### src/hdl/lcdft_pkg.sv
// Purpose: Shared constants and the divide-factor table for the LCD frame timing and command decoder
// Assumes: 125 MHz system clock; internal oscillator modelled as a tick at its nominal rate
// Notes:   Command opcodes, reset values and timing counts live here only
package lcdft_pkg;

  localparam int unsigned CLK_FREQ_HZ     = 125000000;
  localparam int unsigned OSC_FREQ_HZ     = 230000;
  localparam int unsigned OSC_TICK_CYCLES = CLK_FREQ_HZ / OSC_FREQ_HZ;

  localparam int unsigned FRAME_DIV       = 48;
  localparam int unsigned RAM_COLS        = 44;
  localparam int unsigned RAM_BITS        = 4;

  // Command byte decode
  localparam logic [2:0] OP_FRAME_FREQ    = 3'h1;
  localparam logic [5:0] OP_BIAS          = 6'h01;
  localparam logic [4:0] OP_OSC_CTRL      = 5'h03;
  localparam logic [1:0] OP_LOAD_PTR      = 2'h2;

  // Register select field values
  localparam logic [1:0] RS_COMMAND       = 2'h0;
  localparam logic [1:0] RS_RAM_DATA      = 2'h1;

  // Oscillator-control field positions
  localparam int unsigned OSC_RATE_BIT    = 2;
  localparam int unsigned OSC_COE_BIT     = 1;
  localparam int unsigned OSC_SRC_BIT     = 0;

  // Reset values and last valid codes
  localparam logic [4:0] FD_DEFAULT       = 5'h0e;
  localparam logic [4:0] FD_LAST_VALID    = 5'h16;
  localparam logic [5:0] PTR_DEFAULT      = 6'h00;
  localparam logic [5:0] PTR_LAST_VALID   = 6'h2b;
  localparam logic [1:0] BIAS_DEFAULT     = 2'h0;
  localparam logic [6:0] Q_DEFAULT        = 7'h18;

  function automatic logic [6:0] lcdft_q_of(input logic [4:0] code);
    logic [6:0] q;
    q = Q_DEFAULT;
    case (code)
      5'h00:   q = 7'h50;
      5'h01:   q = 7'h44;
      5'h02:   q = 7'h3c;
      5'h03:   q = 7'h35;
      5'h04:   q = 7'h30;
      5'h05:   q = 7'h2c;
      5'h06:   q = 7'h28;
      5'h07:   q = 7'h25;
      5'h08:   q = 7'h22;
      5'h09:   q = 7'h20;
      5'h0a:   q = 7'h1e;
      5'h0b:   q = 7'h1c;
      5'h0c:   q = 7'h1b;
      5'h0d:   q = 7'h19;
      5'h0e:   q = 7'h18;
      5'h0f:   q = 7'h17;
      5'h10:   q = 7'h16;
      5'h11:   q = 7'h15;
      5'h12:   q = 7'h14;
      5'h13:   q = 7'h13;
      5'h14:   q = 7'h12;
      5'h15:   q = 7'h11;
      5'h16:   q = 7'h10;
      default: q = Q_DEFAULT;
    endcase
    return q;
  endfunction

endpackage

### src/hdl/lcdft_timing_if.sv
// Purpose: Carries source ticks and divider settings into the frame timer and its outputs back
// Assumes: One clock domain
// Notes:   Ticks are one-cycle pulses
`timescale 1ns/1ps
interface lcdft_timing_if;
  logic       src_tick;
  logic       bypass;
  logic [6:0] q;
  logic       inter_clk;
  logic       inter_tick;
  logic       frame_tick;
  logic [5:0] frame_phase;

  modport ctrl  (output src_tick, output bypass, output q,
                 input inter_clk, input inter_tick, input frame_tick, input frame_phase);
  modport timer (input src_tick, input bypass, input q,
                 output inter_clk, output inter_tick, output frame_tick, output frame_phase);
endinterface

### src/hdl/lcdft_core.sv
// Purpose: Command decoder, configuration state and frame timing for a 4 x 44 LCD driver
// Assumes: Bytes arrive already deserialised with their register select field
// Notes:   Commands and data are ignored until the initialize strobe has been seen
// Behaviour
// - Low-rate external clock: frame = input / 48
// - High-rate clock: frame = input / (48 * q)
// - Divider code maps to q, 80 down to 16
// - Opcode 001 loads five-bit divider code
// - Opcode 0000 01 loads bias selection
// - Opcode 10 loads six-bit column pointer
// - Pointer increments after each RAM write
// - Pointer above 43 discarded, writes suppressed
// - RAM written only when select field 01
// - After reset: display off, clock pin released
// - Reset and init restore all default values
// - Reset pin leaves RAM contents unchanged
// - Prescaler only for internal or high-rate
// - Clock pin carries oscillator divided by q
// - Opcode 0001 1 sets rate, output, source
// - Display disabled holds display_on_o and frame_tick_o low
// - RAM is 44 columns of four bits
`timescale 1ns/1ps
module lcdft_core
  import lcdft_pkg::*;
#(
  parameter int unsigned OSC_DIV = OSC_TICK_CYCLES
) (
  input  wire logic       clk_i,
  input  wire logic       rst_n_i,
  input  wire logic       init_i,
  input  wire logic       cmd_valid_i,
  input  wire logic [1:0] register_select_field_i,
  input  wire logic [7:0] cmd_byte_i,
  input  wire logic       display_enable_i,
  input  wire logic       oscillator_clock_pin_i,
  output logic            oscillator_clock_pin_o,
  output logic            oscillator_clock_pin_oe_o,
  input  wire logic [5:0] ram_rd_addr_i,
  output logic      [3:0] ram_rd_data_o,
  output logic            display_on_o,
  output logic      [1:0] bias_select_o,
  output logic      [4:0] frame_divider_code_o,
  output logic      [5:0] ram_column_pointer_o,
  output logic            pointer_valid_o,
  output logic            frame_tick_o,
  output logic            initialized_o
);

  if (OSC_DIV < 2 || OSC_DIV > 65535) begin : g_bad_div
    $error("lcdft_core: OSC_DIV must be 2 to 65535");
  end

  // Configuration state
  logic [4:0]  fd;
  logic [1:0]  bias;
  logic        ext_clock_rate_select;
  logic        clock_out_drive_enable;
  logic        clock_source_select;
  logic [5:0]  ptr;
  logic        ptr_ok;
  logic        inited;
  logic [4:0]  next_fd;
  logic [1:0]  next_bias;
  logic        next_rate;
  logic        next_coe;
  logic        next_src;
  logic [5:0]  next_ptr;
  logic        next_ptr_ok;
  logic        next_inited;
  logic        ram_we;
  logic [3:0]  ram_wdata;

  // Command decode
  logic        is_cmd;
  logic        is_data;
  logic        op_fd;
  logic        op_bias;
  logic        op_osc;
  logic        op_ptr;
  assign is_cmd  = cmd_valid_i && inited && (register_select_field_i == RS_COMMAND);
  assign is_data = cmd_valid_i && inited && (register_select_field_i == RS_RAM_DATA);
  assign op_fd   = is_cmd && (cmd_byte_i[7:5] == OP_FRAME_FREQ);
  assign op_bias = is_cmd && (cmd_byte_i[7:2] == OP_BIAS);
  assign op_osc  = is_cmd && (cmd_byte_i[7:3] == OP_OSC_CTRL);
  assign op_ptr  = is_cmd && (cmd_byte_i[7:6] == OP_LOAD_PTR);

  always_comb begin
    next_fd     = fd;
    next_bias   = bias;
    next_rate   = ext_clock_rate_select;
    next_coe    = clock_out_drive_enable;
    next_src    = clock_source_select;
    next_ptr    = ptr;
    next_ptr_ok = ptr_ok;
    next_inited = inited;
    ram_we      = 1'b0;
    ram_wdata   = cmd_byte_i[3:0];
    if (init_i) begin
      next_fd     = FD_DEFAULT;
      next_bias   = BIAS_DEFAULT;
      next_rate   = 1'b0;
      next_coe    = 1'b0;
      next_src    = 1'b0;
      next_ptr    = PTR_DEFAULT;
      next_ptr_ok = 1'b1;
      next_inited = 1'b1;
    end else begin
      if (op_fd && cmd_byte_i[4:0] <= FD_LAST_VALID) begin
        next_fd = cmd_byte_i[4:0];
      end
      if (op_bias) begin
        next_bias = cmd_byte_i[1:0];
      end
      if (op_osc) begin
        next_rate = cmd_byte_i[OSC_RATE_BIT];
        next_coe  = cmd_byte_i[OSC_COE_BIT];
        next_src  = cmd_byte_i[OSC_SRC_BIT];
      end
      if (op_ptr) begin
        if (cmd_byte_i[5:0] <= PTR_LAST_VALID) begin
          next_ptr    = cmd_byte_i[5:0];
          next_ptr_ok = 1'b1;
        end else begin
          next_ptr_ok = 1'b0;
        end
      end
      if (is_data && ptr_ok) begin
        ram_we = 1'b1;
        if (ptr == PTR_LAST_VALID) begin
          next_ptr = PTR_DEFAULT;
        end else begin
          next_ptr = ptr + 6'h01;
        end
      end
    end
  end

  always_ff @(posedge clk_i or negedge rst_n_i) begin
    if (!rst_n_i) begin
      fd                     <= FD_DEFAULT;
      bias                   <= BIAS_DEFAULT;
      ext_clock_rate_select  <= 1'b0;
      clock_out_drive_enable <= 1'b0;
      clock_source_select    <= 1'b0;
      ptr                    <= PTR_DEFAULT;
      ptr_ok                 <= 1'b1;
      inited                 <= 1'b0;
    end else begin
      fd                     <= next_fd;
      bias                   <= next_bias;
      ext_clock_rate_select  <= next_rate;
      clock_out_drive_enable <= next_coe;
      clock_source_select    <= next_src;
      ptr                    <= next_ptr;
      ptr_ok                 <= next_ptr_ok;
      inited                 <= next_inited;
    end
  end

  // Clock pin input: three flops, level taken when second and third agree
  logic       pin_s1;
  logic       pin_s2;
  logic       pin_s3;
  logic       pin_level;
  logic       next_pin_level;
  logic       ext_tick;
  assign next_pin_level = (pin_s2 == pin_s3) ? pin_s3 : pin_level;
  assign ext_tick       = next_pin_level && !pin_level;

  always_ff @(posedge clk_i or negedge rst_n_i) begin
    if (!rst_n_i) begin
      pin_s1    <= 1'b0;
      pin_s2    <= 1'b0;
      pin_s3    <= 1'b0;
      pin_level <= 1'b0;
    end else begin
      pin_s1    <= oscillator_clock_pin_i;
      pin_s2    <= pin_s1;
      pin_s3    <= pin_s2;
      pin_level <= next_pin_level;
    end
  end

  // Internal oscillator, always running
  logic [15:0] osc_cnt;
  logic [15:0] next_osc_cnt;
  logic        osc_tick;
  assign osc_tick     = (osc_cnt == 16'(OSC_DIV - 1));
  assign next_osc_cnt = osc_tick ? 16'h0000 : osc_cnt + 16'h0001;

  always_ff @(posedge clk_i or negedge rst_n_i) begin
    if (!rst_n_i) begin
      osc_cnt <= 16'h0000;
    end else begin
      osc_cnt <= next_osc_cnt;
    end
  end

  // Frame timing
  lcdft_timing_if tif ();
  assign tif.src_tick = clock_source_select ? ext_tick : osc_tick;
  assign tif.bypass   = clock_source_select && !ext_clock_rate_select;
  assign tif.q        = lcdft_q_of(fd);

  lcdft_frame_timer u_timer (
    .clk_i   (clk_i),
    .rst_n_i (rst_n_i),
    .tif     (tif.timer)
  );

  lcdft_ram u_ram (
    .clk_i     (clk_i),
    .wr_en_i   (ram_we),
    .wr_addr_i (ptr),
    .wr_data_i (ram_wdata),
    .rd_addr_i (ram_rd_addr_i),
    .rd_data_o (ram_rd_data_o)
  );

  // Registered outputs
  logic       next_pin_oe;
  logic       next_disp_on;
  assign next_pin_oe  = inited && !clock_source_select && clock_out_drive_enable;
  assign next_disp_on = inited && display_enable_i;

  always_ff @(posedge clk_i or negedge rst_n_i) begin
    if (!rst_n_i) begin
      oscillator_clock_pin_o    <= 1'b0;
      oscillator_clock_pin_oe_o <= 1'b0;
      display_on_o              <= 1'b0;
      bias_select_o             <= BIAS_DEFAULT;
      frame_divider_code_o      <= FD_DEFAULT;
      ram_column_pointer_o      <= PTR_DEFAULT;
      pointer_valid_o           <= 1'b1;
      frame_tick_o              <= 1'b0;
      initialized_o             <= 1'b0;
    end else begin
      oscillator_clock_pin_o    <= next_pin_oe && tif.inter_clk;
      oscillator_clock_pin_oe_o <= next_pin_oe;
      display_on_o              <= next_disp_on;
      bias_select_o             <= bias;
      frame_divider_code_o      <= fd;
      ram_column_pointer_o      <= ptr;
      pointer_valid_o           <= ptr_ok;
      frame_tick_o              <= tif.frame_tick && next_disp_on;
      initialized_o             <= inited;
    end
  end
endmodule

### src/hdl/lcdft_frame_timer.sv
// Purpose: Prescaler by q then frame counter by 48
// Assumes: src_tick marks one period of the selected oscillator
// Notes:   With bypass the prescaler is skipped
`timescale 1ns/1ps
module lcdft_frame_timer
  import lcdft_pkg::*;
(
  input  wire logic     clk_i,
  input  wire logic     rst_n_i,
  lcdft_timing_if.timer tif
);

  logic [6:0] presc;
  logic [5:0] frame_cnt;
  logic       inter_clk;
  logic       inter_tick;
  logic       frame_tick;
  logic [6:0] next_presc;
  logic [5:0] next_frame_cnt;
  logic       next_inter_clk;
  logic       next_inter_tick;
  logic       next_frame_tick;
  logic       stage_tick;

  always_comb begin
    next_presc      = presc;
    next_frame_cnt  = frame_cnt;
    next_inter_tick = 1'b0;
    next_frame_tick = 1'b0;
    stage_tick      = 1'b0;
    if (tif.bypass) begin
      next_presc = 7'h00;
      stage_tick = tif.src_tick;
    end else if (tif.src_tick) begin
      if (presc >= tif.q - 7'h01) begin
        next_presc      = 7'h00;
        stage_tick      = 1'b1;
        next_inter_tick = 1'b1;
      end else begin
        next_presc = presc + 7'h01;
      end
    end
    if (stage_tick) begin
      if (32'(frame_cnt) == FRAME_DIV - 1) begin
        next_frame_cnt  = 6'h00;
        next_frame_tick = 1'b1;
      end else begin
        next_frame_cnt = frame_cnt + 6'h01;
      end
    end
    next_inter_clk = (next_presc < {1'b0, tif.q[6:1]});
  end

  always_ff @(posedge clk_i or negedge rst_n_i) begin
    if (!rst_n_i) begin
      presc      <= 7'h00;
      frame_cnt  <= 6'h00;
      inter_clk  <= 1'b0;
      inter_tick <= 1'b0;
      frame_tick <= 1'b0;
    end else begin
      presc      <= next_presc;
      frame_cnt  <= next_frame_cnt;
      inter_clk  <= next_inter_clk;
      inter_tick <= next_inter_tick;
      frame_tick <= next_frame_tick;
    end
  end

  assign tif.inter_clk   = inter_clk;
  assign tif.inter_tick  = inter_tick;
  assign tif.frame_tick  = frame_tick;
  assign tif.frame_phase = frame_cnt;
endmodule

### src/hdl/lcdft_ram.sv
// Purpose: Display RAM, columns of nibbles, registered read port
// Assumes: Write address range-checked by the caller; read addresses checked here, zero beyond COLS
// Notes:   No reset; contents survive the reset pin
`timescale 1ns/1ps
module lcdft_ram
  import lcdft_pkg::*;
#(
  parameter int unsigned COLS = RAM_COLS,
  parameter int unsigned BITS = RAM_BITS
) (
  input  wire logic            clk_i,
  input  wire logic            wr_en_i,
  input  wire logic [5:0]      wr_addr_i,
  input  wire logic [BITS-1:0] wr_data_i,
  input  wire logic [5:0]      rd_addr_i,
  output logic      [BITS-1:0] rd_data_o
);

  if (COLS < 1 || COLS > 64) begin : g_bad_cols
    $error("lcdft_ram: COLS must be 1 to 64");
  end

  logic [BITS-1:0] mem [COLS];

  always_ff @(posedge clk_i) begin
    if (wr_en_i && (32'(wr_addr_i) < COLS)) begin
      mem[wr_addr_i] <= wr_data_i;
    end
    if (32'(rd_addr_i) < COLS) begin
      rd_data_o <= mem[rd_addr_i];
    end else begin
      rd_data_o <= '0;
    end
  end

endmodule

### config.mk
export PLATFORM = sky130hd
export DESIGN_NAME = lcdft_core
export DESIGN_NICKNAME = d
export VERILOG_FILES = /design/src/hdl/lcdft_pkg.sv /design/src/hdl/lcdft_timing_if.sv /design/src/hdl/lcdft_core.sv /design/src/hdl/lcdft_frame_timer.sv /design/src/hdl/lcdft_ram.sv
export SDC_FILE = /design/constraint.sdc
export NUM_CORES = 1
export LEC_CHECK = 0
export BUFFER_PORTS_ARGS = -buffer_cell sky130_fd_sc_hd__buf_2
export CAP_MARGIN = 15
export CORE_ASPECT_RATIO = 1.1
export CORE_UTILIZATION = 50
export DETAILED_ROUTE_END_ITERATION = 8
export GPL_TIMING_DRIVEN = 0
export PLACE_DENSITY = 0.73
export SKIP_CTS_REPAIR_TIMING = 1
export SYNTH_ARGS = -nofsm -noshare
export SYNTH_HDL_FRONTEND = slang
export SYNTH_SLANG_ARGS = --single-unit
### constraint.sdc
create_clock -name clk_i -period 4.05 [get_ports clk_i]
set_input_delay 0.2025 -clock clk_i [delete_from_list [all_inputs] [get_ports clk_i]]
set_output_delay 0.2025 -clock clk_i [all_outputs]
set_load 0.05 [all_outputs]
; ---- Word-level counts from Yosys, hierarchy flattened
; Memory sizes are Yosys's and may differ from the RTL's. A register that Yosys moved wholly into a read port is not among the register bits.
; Index checks and enable logic that the tools add are counted.
[classes]
order_cmp = 6
add_sub_neg = 5
muxes = 34
reduce_logical = 29
n_eq_ne = 9
[ops]
columns = op, n
row1 = $mux 6, 6
row2 = $mux 7, 3
row3 = $mux 1, 20
row4 = $logic_and 1x1->1, 17
row5 = $add 16x1->16 const B, 1
row6 = $eq 16x10->1 const B, 1
row7 = $mux 16, 1
row8 = $add 6x1->6 const B, 2
row9 = $eq 6x6->1 const B, 2
row10 = $lt 6x6->1 const B, 2
row11 = $mux 5, 2
row12 = $reduce_bool 2->1, 4
row13 = $add 7x1->7 const B, 1
row14 = $ge 7x7->1, 1
row15 = $lt 7x6->1, 1
row16 = $sub 7x1->7 const B, 1
row17 = $eq 6x1->1 const B, 1
row18 = $le 6x6->1 const B, 1
row19 = $reduce_bool 3->1, 2
row20 = $eq 5x2->1 const B, 1
row21 = $le 5x5->1 const B, 1
row22 = $logic_not 1->1, 4
row23 = $mux 2, 2
row24 = $eq 3x1->1 const B, 1
row25 = other kinds (5), 5
[word_totals]
mem_count = 2
output_inout_bits = 23
romBits = 224
mem_bits_rw = 176
ff_bits = 72
[memory_table]
columns = name, depth, word_bits, read_ports, rd_clocked_by_memory_dff, wr, line
row1 = (no name shown), 32, 7, 1, 0, 0, lcdft_pkg.sv:40  ; case (code)
row2 = u_ram.mem, 44, 4, 1, 1, 1, lcdft_ram.sv:23  ; logic [BITS-1:0] mem [COLS];

; ---- Logic depth before layout (Yosys ltp)
[logic_depth]
word_depth = 8
depth_mapped = 19
depth_no_buf = 19

; ---- Hierarchy
; Synthesis repeated with hierarchy kept, for this count alone.
[hier_totals]
cells_unflattened = 719
hier_area_um2 = 10991.8
[modules_own_cells]
columns = module, cells_per_inst, instances, seq_area_each_um2, area_per_inst_um2
row1 = lcdft_ram, 362, 1, 5365.1, 7211.9
row2 = lcdft_core, 243, 1, 1436.4, 2661.3
row3 = lcdft_frame_timer, 114, 1, 400.4, 1118.6

; ---- Worst setup path after synthesis
; Ideal clock, no wire load.
[synth_path]
path_kind = register -> register
startpoint = register fd[1]
endpoint = register u_timer.inter_clk (netlist: u_timer.tif.inter_clk)
stages_incl_launch_ff = 18
synth_period_minus_slack_ns = 4.309
setup_ns = 0.077
setup_slack_ns = -0.259
arrival_time_ns = 4.232
path_cell_list = dfstp_2 inv_1 ha_1 mux4_2 o21ai_0 a21oi_1 xor2_1 ha_1 a211oi_1 nor2_1 a2111oi_2 o22ai_1 nor2_1 ha_1 and3_1 a221oi_1 nand2_1 a21oi_1
[synth_between]
elab_chain_len = 7
[synth_lines]
columns = element, line
row1 = from (decl), lcdft_core.sv:54  ; logic [4:0] fd;
row2 = from (signal assigned), lcdft_core.sv:149  ; fd <= next_fd;
row3 = $mem_v2 32x7, --
row4 = $sub 7x1->7, lcdft_frame_timer.sv:35  ; if (presc >= tif.q - 7'h01) begin
row5 = $ge 7x7->1, lcdft_frame_timer.sv:35
row6 = $mux 7, lcdft_frame_timer.sv:35
row7 = $mux 7, lcdft_frame_timer.sv:34  ; end else if (tif.src_tick) begin
row8 = $mux 7, lcdft_frame_timer.sv:31  ; if (tif.bypass) begin
row9 = net u_timer.next_presc[5], lcdft_frame_timer.sv:18  ; logic [6:0] next_presc;
row10 = $lt 7x6->1, lcdft_frame_timer.sv:51  ; next_inter_clk = (next_presc < {1'b0, tif.q[6:1]});
row11 = net u_timer.next_inter_clk, lcdft_frame_timer.sv:20  ; logic next_inter_clk;
row12 = to (signal assigned), lcdft_frame_timer.sv:64  ; inter_clk <= next_inter_clk;
row13 = to (decl), lcdft_frame_timer.sv:15  ; logic inter_clk;
; The timed path passes the listed nets, and every way through them passes these cells.
; A chain may end at the register's enable or synchronous reset.

; ---- Worst setup path after layout
; Ends and elaborated chain as after synthesis.

==> results by group <==
Power and ir drop
  – Switch share: roughly a fifth
  – Power Dens Cells: 428 nW/µm²
  – Peak supply drop: 368 µV
  – Tot Pwr: 5.29 mW
  – Clk pwr share: 42.2%
  – Int Power: roughly 4.2 mW
  – Leak Pwr: 4.56 nW
  – Gate power share: just over 5%
  – Sequential Power Share: approximately 53%
  – Total net switching power: between 1 and 1.5 mW

CTS
  – Insertion delay to the later sink of the worst-skew pair: roughly 0.53 ns
  – Clk root buf: clkbuf_16
  – CTS Sinks: roughly 250
  – Cts bufs inserted: 25
  – Clock Tree Buf Depth: 3
  – CTS H-tree lvls: 1
  – TritonCTS clock tree: yes
  – Clock Pin Slew Worst Setup and Hold Paths: roughly 0.06 ns

Routing
  – DRC viols: 0
  – DR WL/cell: about 21 µm
  – Drt pass-1 iters: 5
  – Initial DRC count: 436
  – Post-DRT Antenna Nets: 0
  – WL final: 22300 µm
  – Via count: slightly above 6000
  – Vias per inst: ~5.8

Timing
  – RSZ-0062 raised after global routing: yes
  – Final setup vio count: 1
  – Tmin final: 4.26 ns
  – Normalized max-slew margin: a little over a third
  – Slew Viols, Final: 0
  – Post-route worst setup slack: -0.209 ns
  – Final period util: 105%
  – Clock skew: ~0.023 ns
  – Fin. Hold Viols: 0
  – Fmax: around 230 MHz
  – Hold slack: 0.0101 ns
  – Slew @ Worst Pin: approximately 0.95 ns

Synthesis
  – Asr flop ratio synth: 28.6%
  – Net count after synthesis: 727
  – Cell variety after synth: 62
  – Post-synth EDFFs: around 180
  – Post-Syn Instances: between 600 and 700
  – Sequential area share after synthesis: between 60% and 70%
  – Post-synth top flop: edfxtp_1
  – Avg Inst Size Synth: ~16 µm²
  – Post-Syn Area: between 10000 and 15000 µm²
  – Flops & latches, synth: approximately 250
  – Yosys warns: 0

Die
  – Chip width: around 140 µm
  – Initial Util: between 50% and 60%
  – Row count: 55
  – I/O pins: 45
  – Die Ht: approximately 160 µm
  – Die area: about 22000 µm²
  – Core Box Area: around 21000 µm²

Global route
  – Largest net degree at the start of global routing: 73
  – Overflow after GRT: 0
  – First-pass GRT wire length: 34600 µm
  – Vias in the first global route: about 6300
  – GR Util All Layers: between 20% and 30%
  – Initial antenna violation count: 1

Placement
  – Placed Instances: slightly above 1000
  – DPL Wire Length: 14600 µm
  – Post-place setup slack: -0.696 ns
  – Port Buf Inserts: 42
  – RD Place Congestion: between 0.8 and 0.9

Worst hold path
  – HP Class: input pin to register

Setup path
  – Worst-path fanout max: 8
  – Worst setup startpoint: fd[1]$_DFFE_PN1P_
  – Setup Crit Path Kind: register to register
  – Critical Path RT: 4.50 ns
  – Startpoint Class: register
  – Crit end category: register
  – Worst R2R Setup Slack: -0.21 ns
  – Data arrival, critical path: 4.70 ns
  – Worst r2r dst: u_timer.tif.inter_clk$_DFF_PN0_
  – Reg2reg start: fd[1]$_DFFE_PN1P_
  – Worst Reg-to-Reg Cells: 17
  – Worst setup path end: u_timer.tif.inter_clk$_DFF_PN0_

Finish
  – Layout Nets: 804
  – Layout area overhead: 14.9%
  – Layout cell share with drive strength beyond 1: a little under a quarter
  – Diodes inserted: 0
  – Most common cell after layout, fill and taps aside: edfxtp_1
  – Post-Layout Cell Count: between 1000 and 1500
  – Commonest cells after routing, fill and taps aside: edfxtp_1, nor2_1, dfrtp_1, mux4_2, buf_2

Run status
  – Failing checks: negative setup slack
  – Run status: complete, but fails checks

Job
  – # Max-Cap Violations: 0
cells by family after synthesis:
family,count (synthesis),share of synthesized area [%]
buf+inv,45,1.78
flops,252,66.7
fa+ha+maj,23,2.65
compound gates,56,3.93
xor+xnor,27,2.20
mux,73,13.1
simple gates,207,9.61
worst max-delay path, stage by stage (launching register included):
cell	delay, ns
dfstp_2	0.64
inv_2	0.09
ha_4	0.24
mux4_2	0.50
o21ai_4	0.21
a21oi_2	0.09
xor2_1	0.15
ha_1	0.32
nand4_1	0.15
nor2_2	0.07
a2111oi_4	0.46
o22ai_4	0.23
nor2_4	0.21
ha_4	0.22
a21o_1	0.16
a221oi_2	0.22
nand2_1	0.12
a21oi_2	0.11
registers in the layout (all words and copies together), names as in the netlist, 2 cells and up:
register and count:
ptr 6, fd 5, frame_divider_code_o 5, bias_select_o 2, u_timer.presc 7, osc_cnt 16, u_ram.rd_data_o 4, bias 2
ram_column_pointer_o 6, u_ram.mem 176, u_timer.tif.frame_phase 6
metal layers:
metal / part of all wire, % / global-route usage [%] / vias up / wire, µm
met3: 6.6 / 3.74 / 44 / 1470
met1: 40 / 26.4 / 3132 / 8870
met5: 0.063 / 0 / - / 14
met4: 2.3 / 6.04 / 2 / 507
met2: 51 / 36.3 / 225 / 11400
li1: - / - / 2768 / -
power groups by stage:
stage                     Clock [mW]  Combinational, mW  Sequential [mW]
after global placement             0              0.259             2.84
after floorplan                    0              0.132             2.86
final                           2.23              0.271             2.79
after detailed placement           0              0.270             2.84
after CTS                       2.28              0.271             2.79
after global routing            2.37              0.291             2.79
synthesized netlist by cell type (3+ instances only):
master / count / share of area, %
clkbuf_1: 17 / 0.59
and2_1: 4 / 0.23
mux2i_1: 17 / 1.6
and3_1: 13 / 0.76
nor3_1: 4 / 0.19
a211o_1: 4 / 0.33
nor2_1: 88 / 3.1
nand3b_1: 6 / 0.42
or3b_2: 3 / 0.24
nor2b_1: 12 / 0.70
o21ai_0: 10 / 0.47
buf_2: 3 / 0.14
inv_1: 19 / 0.66
a21o_1: 3 / 0.21
xnor2_1: 13 / 1.1
xor2_1: 14 / 1.1
dfxtp_1: 4 / 0.74
nand4b_1: 4 / 0.33
a221o_1: 5 / 0.47
o22ai_1: 5 / 0.29
a21oi_1: 9 / 0.42
ha_1: 22 / 2.6
dfrtp_1: 64 / 15
edfxtp_1: 176 / 49
nand3_1: 16 / 0.74
a221oi_1: 3 / 0.24
mux4_2: 54 / 11
buf_1: 3 / 0.10
nand2b_1: 4 / 0.23
dfstp_2: 8 / 2.0
nand4_1: 6 / 0.35
nor3b_1: 4 / 0.28
nand2_1: 28 / 0.98
through the flow:
stage          utilization, %  TNS [ns]  instance area [µm²]
4_1_cts                  58.4    -0.878                12200
3_5_place_dp             54.6    -0.820                11400
5_1_grt                  59.2    -0.434                12400
3_3_place_gp             54.6    -0.548                11400
6_report                 59.2    -0.209                12400
2_1_floorplan               -         0                10800
how the worst min path moves through the flow:
| stage | startpoint | end | slack [ns] | cells after the start |
|---|---|---|---|---|
| after floorplan | rst_n_i | bias[0]$_DFFE_PN0P_ | -0.09 | 0 |
| after global placement | oscillator_clock_pin_i | pin_s1$_DFF_PN0_ | 0.31 | 1 |
| after detailed placement | oscillator_clock_pin_i | pin_s1$_DFF_PN0_ | 0.31 | 1 |
| after CTS | oscillator_clock_pin_i | pin_s1$_DFF_PN0_ | -0.23 | 1 |
| after global routing | cmd_byte_i[7] | ptr_ok$_DFFE_PN1P_ | 0.02 | 3 |
| final | cmd_byte_i[7] | ptr_ok$_DFFE_PN1P_ | 0.01 | 3 |
cell type report:
class | instances | area [µm²]
flip-flops and latches | 252 | 7180
well taps | 285 | 357
plain buffers | 25 | 119
repair buffers | 51 | 285
inverters | 19 | 71.3
clock inverters | 6 | 67.6
fillers | 1580 | 8500
clock buffers | 39 | 728
multi-input cells | 386 | 3550
Power figures use the tool's default switching activity.
